## config.mk

```make
export PLATFORM = sky130hd
export DESIGN_NAME = asdc_regs
export DESIGN_NICKNAME = d
export VERILOG_FILES = /design/src/rtl/asdc_regs.v
export VERILOG_INCLUDE_DIRS = /design/src /design/src/pkg
export SDC_FILE = /design/constraint.sdc
export NUM_CORES = 1
export LEC_CHECK = 0
export BUFFER_PORTS_ARGS = -buffer_cell sky130_fd_sc_hd__buf_4
export CAP_MARGIN = 20
export CORE_MARGIN = 3
export CORE_UTILIZATION = 51
export CTS_CLUSTER_DIAMETER = 120
export DETAILED_ROUTE_END_ITERATION = 12
export GPL_TIMING_DRIVEN = 1
export PLACE_DENSITY = 0.88
export SYNTH_ARGS = -nofsm -noshare
export SYNTH_HDL_FRONTEND = slang
export SYNTH_SLANG_ARGS = --single-unit
```

## constraint.sdc

```tcl
create_clock -name clk -period 1.9 [get_ports clk]
set_input_delay 0.475 -clock clk [delete_from_list [all_inputs] [get_ports clk]]
set_output_delay 0.475 -clock clk [all_outputs]
set_load 0.02 [all_outputs]
```

## src/pkg/asdc_consts.vh

```
// Register offsets, field positions and reset values of the ALU self-test and diagnostic bank
`ifndef ASDC_CONSTS_VH
`define ASDC_CONSTS_VH

// ----------------------------------------
// Register indices (byte address = 4 * index)
// ----------------------------------------
`define ASDC_IDX_ARG_ODD_FIRST   8'h67
`define ASDC_IDX_ARG_ODD_SECOND  8'h68
`define ASDC_IDX_ARG_EVEN_FIRST  8'h69
`define ASDC_IDX_ARG_EVEN_SECOND 8'h6a
`define ASDC_IDX_DIAG_CONFIG     8'h6b

// ----------------------------------------
// Field positions
// ----------------------------------------
`define ASDC_ARG_MSB        11
`define ASDC_EN_BIT         15
`define ASDC_LEVEL_MSB      15
`define ASDC_LEVEL_LSB      12
`define ASDC_SRC_BIT        11
`define ASDC_MUX_BUS_BIT    10
`define ASDC_MUX_PAIR_BIT   9
`define ASDC_MUX_EN_BIT     8
`define ASDC_SEL_TWO_MSB    7
`define ASDC_SEL_TWO_LSB    4
`define ASDC_SEL_ONE_MSB    3
`define ASDC_SEL_ONE_LSB    0

// ----------------------------------------
// Reset values and codes
// ----------------------------------------
`define ASDC_ARG_RESET      12'h000
`define ASDC_DIAG_RESET     16'h0000
`define ASDC_SCAN_CAL_CODE  3'h3
`define ASDC_GAIN_UNITY     16'h8000
`define ASDC_OFFSET_ZERO    16'h0000

`endif

```

## src/rtl/asdc_regs.v

```verilog
// ALU self-test arguments and diagnostic configuration register bank
//
// Register access over Avalon-MM was left to the implementer.
`timescale 1ns/100ps
`include "asdc_consts.vh"


module asdc_regs
(
    input wire clk,
    input wire rst_n,
    // Avalon-MM slave, word addressed
    input wire [7:0] avs_address,
    input wire avs_read,
    input wire avs_write,
    input wire [31:0] avs_writedata,
    input wire [3:0] avs_byteenable,
    output reg [31:0] avs_readdata,
    output wire avs_waitrequest,
    output reg [1:0] avs_response,
    // Scan datapath side
    input wire [2:0] scan_configuration,
    input wire balancing_scan,
    input wire oversampling,
    input wire sample_even,
    input wire conversion_second,
    input wire [11:0] adc_result,
    output reg [11:0] alu_operand,
    output reg alu_test_active,
    output reg [15:0] cal_gain,
    output reg [15:0] cal_offset,
    input wire [15:0] cal_gain_coeff,
    input wire [15:0] cal_offset_coeff,
    output wire [3:0] test_current_level,
    output wire test_current_source_select,
    output wire mux_diag_bus_select,
    output wire mux_diag_pair_select,
    output wire mux_diag_enable,
    output wire [3:0] diag_selector_one,
    output wire [3:0] diag_selector_two
);

// ----------------------------------------
// Helpers
// ----------------------------------------
// Byte-lane merge of a write into the current register view
function [15:0] asdc_merge;
    input [15:0] old;
    input [15:0] wdata;
    input [1:0] be;
    begin
        asdc_merge = {be[1] ? wdata[15:8] : old[15:8], be[0] ? wdata[7:0] : old[7:0]};
    end
endfunction

// The map is one contiguous run of word indices
function asdc_is_mapped;
    input [7:0] idx;
    begin
        asdc_is_mapped = (idx >= `ASDC_IDX_ARG_ODD_FIRST) && (idx <= `ASDC_IDX_DIAG_CONFIG);
    end
endfunction

// ----------------------------------------
// Registers
// ----------------------------------------
reg selftest_enable_r;
reg [11:0] alu_test_arg_odd_first_r;
reg [11:0] alu_test_arg_odd_second_r;
reg [11:0] alu_test_arg_even_first_r;
reg [11:0] alu_test_arg_even_second_r;
reg [15:0] diagnostic_config_r;
reg ack_r;
wire [15:0] odd_first_view;
wire [15:0] wr_m_odd_first;
wire [15:0] wr_m_odd_second;
wire [15:0] wr_m_even_first;
wire [15:0] wr_m_even_second;
wire [15:0] wr_m_diag;
wire hit;
wire test_mode;
wire req_start;
wire wr_commit;
reg [15:0] rd_word;

// One wait cycle per access keeps read data registered
assign avs_waitrequest = (avs_read | avs_write) & ~ack_r;

// ----------------------------------------
// Bus decode
// ----------------------------------------
// Read data is captured on the first edge, so it already stands when waitrequest drops
assign req_start = (avs_read | avs_write) & ~ack_r;
// A write lands only on the edge at which the master sees waitrequest low
assign wr_commit = avs_write & ack_r;

assign hit = asdc_is_mapped(avs_address);

assign odd_first_view = {selftest_enable_r, 3'h0, alu_test_arg_odd_first_r};
assign wr_m_odd_first = asdc_merge(odd_first_view, avs_writedata[15:0], avs_byteenable[1:0]);
assign wr_m_odd_second = asdc_merge({4'h0, alu_test_arg_odd_second_r}, avs_writedata[15:0], avs_byteenable[1:0]);
assign wr_m_even_first = asdc_merge({4'h0, alu_test_arg_even_first_r}, avs_writedata[15:0], avs_byteenable[1:0]);
assign wr_m_even_second = asdc_merge({4'h0, alu_test_arg_even_second_r}, avs_writedata[15:0],
                                     avs_byteenable[1:0]);
assign wr_m_diag = asdc_merge(diagnostic_config_r, avs_writedata[15:0], avs_byteenable[1:0]);

// Narrow arguments have no upper storage, so bits 15:12 read zero, except bit 15 of the odd-first word, which reads the self-test enable
always @*
begin
    rd_word = 16'h0000;
    case (avs_address)
        `ASDC_IDX_ARG_ODD_FIRST: rd_word = odd_first_view;
        `ASDC_IDX_ARG_ODD_SECOND: rd_word = {4'h0, alu_test_arg_odd_second_r};
        `ASDC_IDX_ARG_EVEN_FIRST: rd_word = {4'h0, alu_test_arg_even_first_r};
        `ASDC_IDX_ARG_EVEN_SECOND: rd_word = {4'h0, alu_test_arg_even_second_r};
        `ASDC_IDX_DIAG_CONFIG: rd_word = diagnostic_config_r;
        default: rd_word = 16'h0000;
    endcase
end

always @(posedge clk or negedge rst_n)
begin
    if (!rst_n)
    begin
        ack_r <= 1'b0;
        avs_readdata <= 32'h0000_0000;
        avs_response <= 2'h0;
        selftest_enable_r <= 1'b0;
        alu_test_arg_odd_first_r <= `ASDC_ARG_RESET;
        alu_test_arg_odd_second_r <= `ASDC_ARG_RESET;
        alu_test_arg_even_first_r <= `ASDC_ARG_RESET;
        alu_test_arg_even_second_r <= `ASDC_ARG_RESET;
        diagnostic_config_r <= `ASDC_DIAG_RESET;
    end
    else
    begin
        // Toggling lets a request held past completion start afresh
        ack_r <= req_start;
        if (req_start)
        begin
            avs_response <= hit ? 2'h0 : 2'h2;
            // Writes and unmapped reads return zero data
            avs_readdata <= avs_read ? {16'h0000, rd_word} : 32'h0000_0000;
        end
        if (wr_commit)
        begin
            case (avs_address)
                `ASDC_IDX_ARG_ODD_FIRST:
                begin
                    selftest_enable_r <= wr_m_odd_first[`ASDC_EN_BIT];
                    alu_test_arg_odd_first_r <= wr_m_odd_first[`ASDC_ARG_MSB:0];
                end
                `ASDC_IDX_ARG_ODD_SECOND: alu_test_arg_odd_second_r <= wr_m_odd_second[`ASDC_ARG_MSB:0];
                `ASDC_IDX_ARG_EVEN_FIRST: alu_test_arg_even_first_r <= wr_m_even_first[`ASDC_ARG_MSB:0];
                `ASDC_IDX_ARG_EVEN_SECOND: alu_test_arg_even_second_r <= wr_m_even_second[`ASDC_ARG_MSB:0];
                `ASDC_IDX_DIAG_CONFIG: diagnostic_config_r <= wr_m_diag;
                default: diagnostic_config_r <= diagnostic_config_r;
            endcase
        end
    end
end

// ----------------------------------------
// Diagnostic configuration outputs
// ----------------------------------------
// Current per step is set by the analog source; only the code is held here
// Selector codes pass through untouched; their meaning lies with the analog side
assign test_current_level = diagnostic_config_r[`ASDC_LEVEL_MSB:`ASDC_LEVEL_LSB];
assign test_current_source_select = diagnostic_config_r[`ASDC_SRC_BIT];
assign mux_diag_bus_select = diagnostic_config_r[`ASDC_MUX_BUS_BIT];
assign mux_diag_pair_select = diagnostic_config_r[`ASDC_MUX_PAIR_BIT];
assign mux_diag_enable = diagnostic_config_r[`ASDC_MUX_EN_BIT];
assign diag_selector_two = diagnostic_config_r[`ASDC_SEL_TWO_MSB:`ASDC_SEL_TWO_LSB];
assign diag_selector_one = diagnostic_config_r[`ASDC_SEL_ONE_MSB:`ASDC_SEL_ONE_LSB];

// ----------------------------------------
// ALU operand selection
// ----------------------------------------
// Calibration and balancing scans must never see fake data
assign test_mode = selftest_enable_r &
                   (scan_configuration != `ASDC_SCAN_CAL_CODE) &
                   ~balancing_scan;

always @(posedge clk or negedge rst_n)
begin
    if (!rst_n)
    begin
        alu_operand <= 12'h000;
        alu_test_active <= 1'b0;
        cal_gain <= 16'h0000;
        cal_offset <= 16'h0000;
    end
    else
    begin
        alu_test_active <= test_mode;
        // Operand, flag and coefficients move together so the ALU sees one coherent cycle
        alu_operand <= adc_result;
        cal_gain <= cal_gain_coeff;
        cal_offset <= cal_offset_coeff;
        if (test_mode)
        begin
            cal_gain <= `ASDC_GAIN_UNITY;
            cal_offset <= `ASDC_OFFSET_ZERO;
            if (!sample_even)
                alu_operand <= conversion_second ? alu_test_arg_odd_second_r
                                                 : alu_test_arg_odd_first_r;
            // Even samples without oversampling keep the live conversion
            else if (oversampling)
                alu_operand <= conversion_second ? alu_test_arg_even_second_r
                                                 : alu_test_arg_even_first_r;
        end
    end
end

endmodule // asdc_regs

```

==> results.yml, run 1 <==
cells_and_area:
  syn_to_final_growth_pct: 35.9
  stdcell_count: 859
  final_layout_size_suffix_gt1_frac: 0.398
  n_fill_cell: 753
  n_antenna_cell: 0
  final_nets: 805
timing:
  period_needed_ns: 1.81
  slew_viol_final: 0
  rsz0062_at_grt: "false"
  setup_viol: 0
  hold_ws_ns: 0.0105
  fin_crit_sh: 0.955
  skew_ns: 0.00929
  setup_ws_ns: 0.0862
  slew_headroom: 0.606
  finalHoldViolCount: 0
  max_freq_mhz: 551
  tightestPinTransition_ns: 0.590
power:
  powerDensity_nw_per_um2: 870
  vdd_ir_drop_max_v: 0.000664
  p_leak_nw: 3.83
  total_power_mw: 6.88
placement:
  place_ws_ns: -0.192
  port_buffers: 159
  gp_congestion: 0.848
  dpl.hpwl_um: 11500
  dp_cells: 827
detailed_routing:
  drcViolationCount: 0
  firstDrtPassIters: 5
  wirelength_um: 15800
  num_vias: 4737
  wl_per_cell_um: 18.3
  antenna_left: 0
  drtIter0Drc: 230
  viasPerCell: 5.51
grt:
  grt_pass1_wl_um: 24800
  grt_overflow: 0
  track_usage: 0.252
  antenna_found_initial: 0
  grt_pass1_vias: 4815
  grt_max_degree: 55
clock_network:
  cts-root-buf: "clkbuf_16"
  cts_resized: 0
  clk_pin_slew_ns: 0.06
  numCtsBuffers: 17
  htreeDepth: 4
  post_cts_buffers: 0
  clkSinkCount: 128
  clk-insertion-delay-late_ns: 0.42
  cts_tree: "yes"
  ctsHoldBuffers: 0
  cts_buffer_depth: 2
floorplan:
  die_h_um: 113
  io_pins: 195
  die_area_um2: 12700
  coreArea_um2: 11000
  die_w_um: 113
  initial_core_util: 0.530
  rows: 38
worst_hold_path:
  holdCritPathClass: "input pin to async pin"
critical_path:
  critPathSlowestCell: "dfrtp_1"
  end_kind: "primary output"
  path_cells: "or2_2 > inv_1 > buf_4"
  crit_required_ns: 1.42
  crit_type: "register to primary output"
  cp_max_fo: 4
  max_stage_delay_ns: 0.39
  start_kind: "register"
  arrival_ns: 1.34
yosys:
  synth_cells: 526
  yosysSeqAreaShare: 0.551
  syn_avg_cell_area_um2: 11.1
  ys_types: 34
  yosys_warnings: 0
  synth-seq-cells: 128
  syn_area_um2: 5820
outcome:
  status: "completed"
run:
  drv_cap: 0
[synth_stat cells]
| cell | number | area (um2) |
|---|---|---|
| buf_2 | 8 | 40.0 |
| nand4b_1 | 1 | 8.76 |
| dfrtp_1 | 128 | 3200 |
| mux2i_1 | 24 | 240 |
| mux2_2 | 55 | 619 |
| nor4_1 | 2 | 12.5 |
| conb_1 | 1 | 3.75 |
| a21oi_1 | 25 | 125 |
| o21ai_0 | 38 | 190 |
| and2b_1 | 1 | 7.51 |
| a222oi_1 | 1 | 10.0 |
| nand4bb_1 | 2 | 22.5 |
| o22a_1 | 1 | 8.76 |
| buf_4 | 18 | 135 |
| nor3_1 | 22 | 110 |
| nor2b_1 | 3 | 18.8 |
| nor3_2 | 2 | 20.0 |
| buf_6 | 1 | 11.3 |
| or2_4 | 1 | 8.76 |
| nand2b_1 | 2 | 12.5 |
| or2_2 | 1 | 6.26 |
| nor2_1 | 6 | 22.5 |
| o22ai_1 | 11 | 68.8 |
| o2bb2ai_1 | 12 | 105 |
| a31oi_1 | 12 | 75.1 |
| nand3_1 | 3 | 15.0 |
| clkbuf_1 | 22 | 82.6 |
| inv_1 | 26 | 97.6 |
| and2_1 | 32 | 200 |
| or3_1 | 2 | 12.5 |
| nand3b_1 | 4 | 30.0 |
| nand2_1 | 45 | 169 |
| a211oi_1 | 12 | 90.1 |
| nor3_4 | 2 | 32.5 |
[worst max-delay path, delay by kind of cell, from the launching register on]
| kind | cells | cell delay, ns |
|---|---|---|
| buf+inv | 2 | 0.22 |
| flops | 1 | 0.39 |
| simple gates | 1 | 0.31 |
[sequential cells by signal (all words and copies together) (netlist names)]
signal                      cells
alu_test_arg_odd_first_r       12
ack_r                           1
alu_test_arg_even_second_r     12
alu_operand                    12
alu_test_arg_odd_second_r      12
cal_offset                     16
alu_test_active                 1
alu_test_arg_even_first_r      12
cal_gain                       16
avs_readdata                   16
selftest_enable_r               1
avs_response                    1
diagnostic_config_r            16
[cell usage in the layout (no fill, tap or decap), drive strengths merged, types with 3 or more instances in the layout]
master,instances
conb,17
inv,26
o21ai,38
dfrtp,128
nand3,3
clkinv,4
a211oi,12
nor2b,3
buf,194
mux2,55
a31oi,12
o22ai,11
nor2,6
bufinv,3
mux2i,24
nor3,26
and2,32
nand3b,4
o2bb2ai,12
clkbuf,22
a21oi,25
nand2,45
clkinvlp,3
[metrics by stage]
stage          instance area (um2)  utilization  TNS (ns)
2_1_floorplan                 5880            -         0
3_3_place_gp                  7290        0.664     -5.40
3_5_place_dp                  7290        0.664     -5.87
4_1_cts                       7910        0.720         0
5_1_grt                       7910        0.720         0
6_report                      7910        0.720         0
[area by class of cell]
| type | count | area (um2) | area share |
|---|---|---|---|
| Clock buffer | 22 | 484 | 0.0613 |
| Clock inverter | 10 | 133 | 0.0168 |
| Inverter | 26 | 97.6 | 0.0123 |
| Timing Repair Buffer | 194 | 1510 | 0.191 |
| Multi-Input combinational cell | 339 | 2310 | 0.292 |
| Tap cell | 140 | 175 | 0.0222 |
| Sequential cell | 128 | 3200 | 0.405 |
[per-layer routing]
layer,global-route usage,wire [um]
met1,0.298,5940
met2,0.444,8490
met3,0.0572,955
met4,0.102,382
met5,0,0
[cells by family after synthesis]
| group | share of synthesized area |
|---|---|
| multiplexers | 0.148 |
| other | 0.000645 |
| buffers and inverters | 0.0630 |
| flip-flops | 0.551 |
| AO/OA/AOI/OAI | 0.116 |
| AND/OR/NAND/NOR | 0.122 |
[worst paths after layout]
check,startpoint,to,slack (ns),depth (start not counted)
worst max-delay path,ack_r,avs_waitrequest,0.09,3
worst min-delay path,rst_n,cal_gain[12],0.01,1
worst max register to register,ack_r,alu_test_arg_odd_second_r[7],0.16,5
worst min register to register,avs_readdata[7],avs_readdata[7],0.49,2
max in group asynchronous,rst_n,avs_readdata[9],1.22,2
min in group clk,cal_gain_coeff[15],cal_gain[15],0.24,2
[power by group]
group / leakage, nW / total (mW) / internal (mW) / switching (mW)
sequential: 1.63 / 2.84 / 2.80 / 0.0339
clock: 0.298 / 3.36 / 2.19 / 1.17
combinational: 1.90 / 0.680 / 0.299 / 0.381
(Power assumes the default switching activity.)
==> run 2, diff against run 1 <==
CORE_UTILIZATION = 54   (was 51)
PLACE_DENSITY = 0.92   (was 0.88)
clock period = 2.3 ns   (was 1.9 ns; I/O delays follow)
==> run 2 against run 1 <==
Effect of this change:
- sequential cell count did not move
- total power fell by 18%
- die area down 5.3%
- first-iteration DRC count grew 77%
- utilization is 2.5 points higher
- critical path depth stayed put
- clock-buffer cell count decreased by 2
- register-to-register slack better by 0.32 ns
- via count fell by 0.27%
- combinational power fell by 21%
==> results.yml, run 2 (synthesis gave the netlist of run 1 again) <==
grt:
  antenna_found_initial: 0
  grt_overflow: 0
  grt_pass1_vias: 4736
  grt-busiest-layer: "met2"
  grt_pass1_wl_um: 24200
  gr-usage-met1: 0.340
  track_usage: 0.264
  met2_usage: 0.415
  grt_max_degree: 47
  use_met3: 0.0916
outcome:
  status: "completed"
cells_and_area:
  n_fill_cell: 672
  syn_to_final_growth_pct: 33.5
  final_common_cell: "buf_4"
  final_layout_size_suffix_gt1_frac: 0.385
  final_cell_mix: "buf_4, dfrtp_1, mux2_2"
  n_antenna_cell: 0
  final_nets: 792
clock_network:
  post_cts_buffers: 0
  cts_tree: "yes"
  clk_pin_slew_ns: 0.06
  cts-root-buf: "clkbuf_8"
  clkSinkCount: 128
  clk-insertion-delay-late_ns: 0.53
  numCtsBuffers: 17
  htreeDepth: 4
  cts_resized: 0
  cts_buffer_depth: 2
  ctsHoldBuffers: 0
critical_path:
  worst_path_dominant_cell_family: "flip-flops"
  arrival_ns: 1.60
  end_kind: "primary output"
  crit_required_ns: 1.73
  cp_num_buf_inv: 2
  max_stage_delay_ns: 0.40
  crit_type: "register to primary output"
  path_cells: "or2_2 > inv_1 > buf_4"
  start_kind: "register"
  critPathSlowestCell: "dfrtp_1"
  cp_max_fo: 7
placement:
  gp_congestion: 0.967
  dpl.hpwl_um: 11000
  port_buffers: 159
floorplan:
  initial_core_util: 0.558
  die_w_um: 110
  die_area_um2: 12100
  coreArea_um2: 10400
  io_pins: 195
  rows: 37
  die_h_um: 110
power:
  switching_share: 0.230
  vdd_ir_drop_max_v: 0.000495
  p_leak_nw: 3.76
  combPwrFrac: 0.096
  power_frac_clock: 0.486
  seqPwrFrac: 0.417
  power.net_switching_mw: 1.29
  powerDensity_nw_per_um2: 724
  p_int_mw: 4.32
detailed_routing:
  wl_per_cell_um: 18.5
  drcViolationCount: 0
  wirelength_um: 15500
  antenna_left: 0
  firstDrtPassIters: 5
  num_vias: 4724
  viasPerCell: 5.61
  drtIter0Drc: 407
timing:
  skew_ns: 0.00742
  tightestPinTransition_ns: 0.677
  finalHoldViolCount: 0
  slew_viol_final: 0
  fin_crit_sh: 0.945
  tns_ns: 0
  hold_ws_ns: 0.0491
  period_needed_ns: 2.17
  rsz0062_at_grt: "false"
  setup_viol: 0
  max_freq_mhz: 460
  slew_headroom: 0.548
run:
  drv_cap: 0
worst_hold_path:
  holdCritPathClass: "input pin to async pin"
run 2: cell count changes in the layout (fill, tap and decap cells not counted):
| cell | delta |
|---|---|
| buf_12 | -2 |
| buf_4 | -11 |
| bufinv_16 | +1 |
| clkbuf_1 | +1 |
| clkbuf_16 | -1 |
| clkbuf_8 | -2 |
| clkinv_2 | +2 |
| clkinvlp_4 | -1 |
run 2: final cells by class:
type / instances / area (um2) / share of cell area
multi-input combinational: 339 / 2310 / 0.297
clock inverter: 12 / 165 / 0.0213
inverter: 26 / 97.6 / 0.0126
clock buffer: 20 / 435 / 0.0561
timing repair buffer: 181 / 1380 / 0.178
tap: 136 / 170 / 0.0219
sequential: 128 / 3200 / 0.413
run 2: worst paths after layout:
kind                                          from                            end  slack, ns  cells after the start
worst max-delay path                         ack_r                avs_waitrequest       0.13                      3
worst min-delay path                         rst_n                avs_readdata[5]       0.05                      1
worst max register to register               ack_r  alu_test_arg_odd_second_r[11]       0.48                      4
worst min register to register    avs_readdata[15]               avs_readdata[15]       0.49                      2
max in group asynchronous                    rst_n         diagnostic_config_r[9]       1.48                      2
min in group clk                cal_gain_coeff[15]                   cal_gain[15]       0.24                      2
run 2: per-layer routing:
metal	share of wire	vias to the layer above
met3	0.11	43
met1	0.40	2256
met4	0.020	0
met2	0.47	284
li1	-	2141
met5	0	-
run 2: stage by stage:
| step | total power [mW] | instance area (um2) | utilization | std cells | setup slack, ns |
|---|---|---|---|---|---|
| global route | 5.80 | 7760 | 0.745 | 842 | 0.0465 |
| global placement | 2.90 | 7160 | 0.687 | 810 | 0.120 |
| finish | 5.62 | 7760 | 0.745 | 842 | 0.126 |
| CTS | 5.64 | 7760 | 0.745 | 842 | 0.111 |
| detailed placement | 2.92 | 7160 | 0.687 | 810 | 0.0482 |
| floorplan | 2.65 | 5880 | - | 542 | 0.318 |
run 2: power by group through the flow:
stage                     clock network (mW)  logic, mW  registers (mW)
after floorplan                            0      0.205            2.44
after global placement                     0      0.523            2.38
after detailed placement                   0      0.536            2.38
after CTS                               2.76      0.541            2.34
after global routing                    2.87      0.583            2.35
final                                   2.73      0.540            2.34
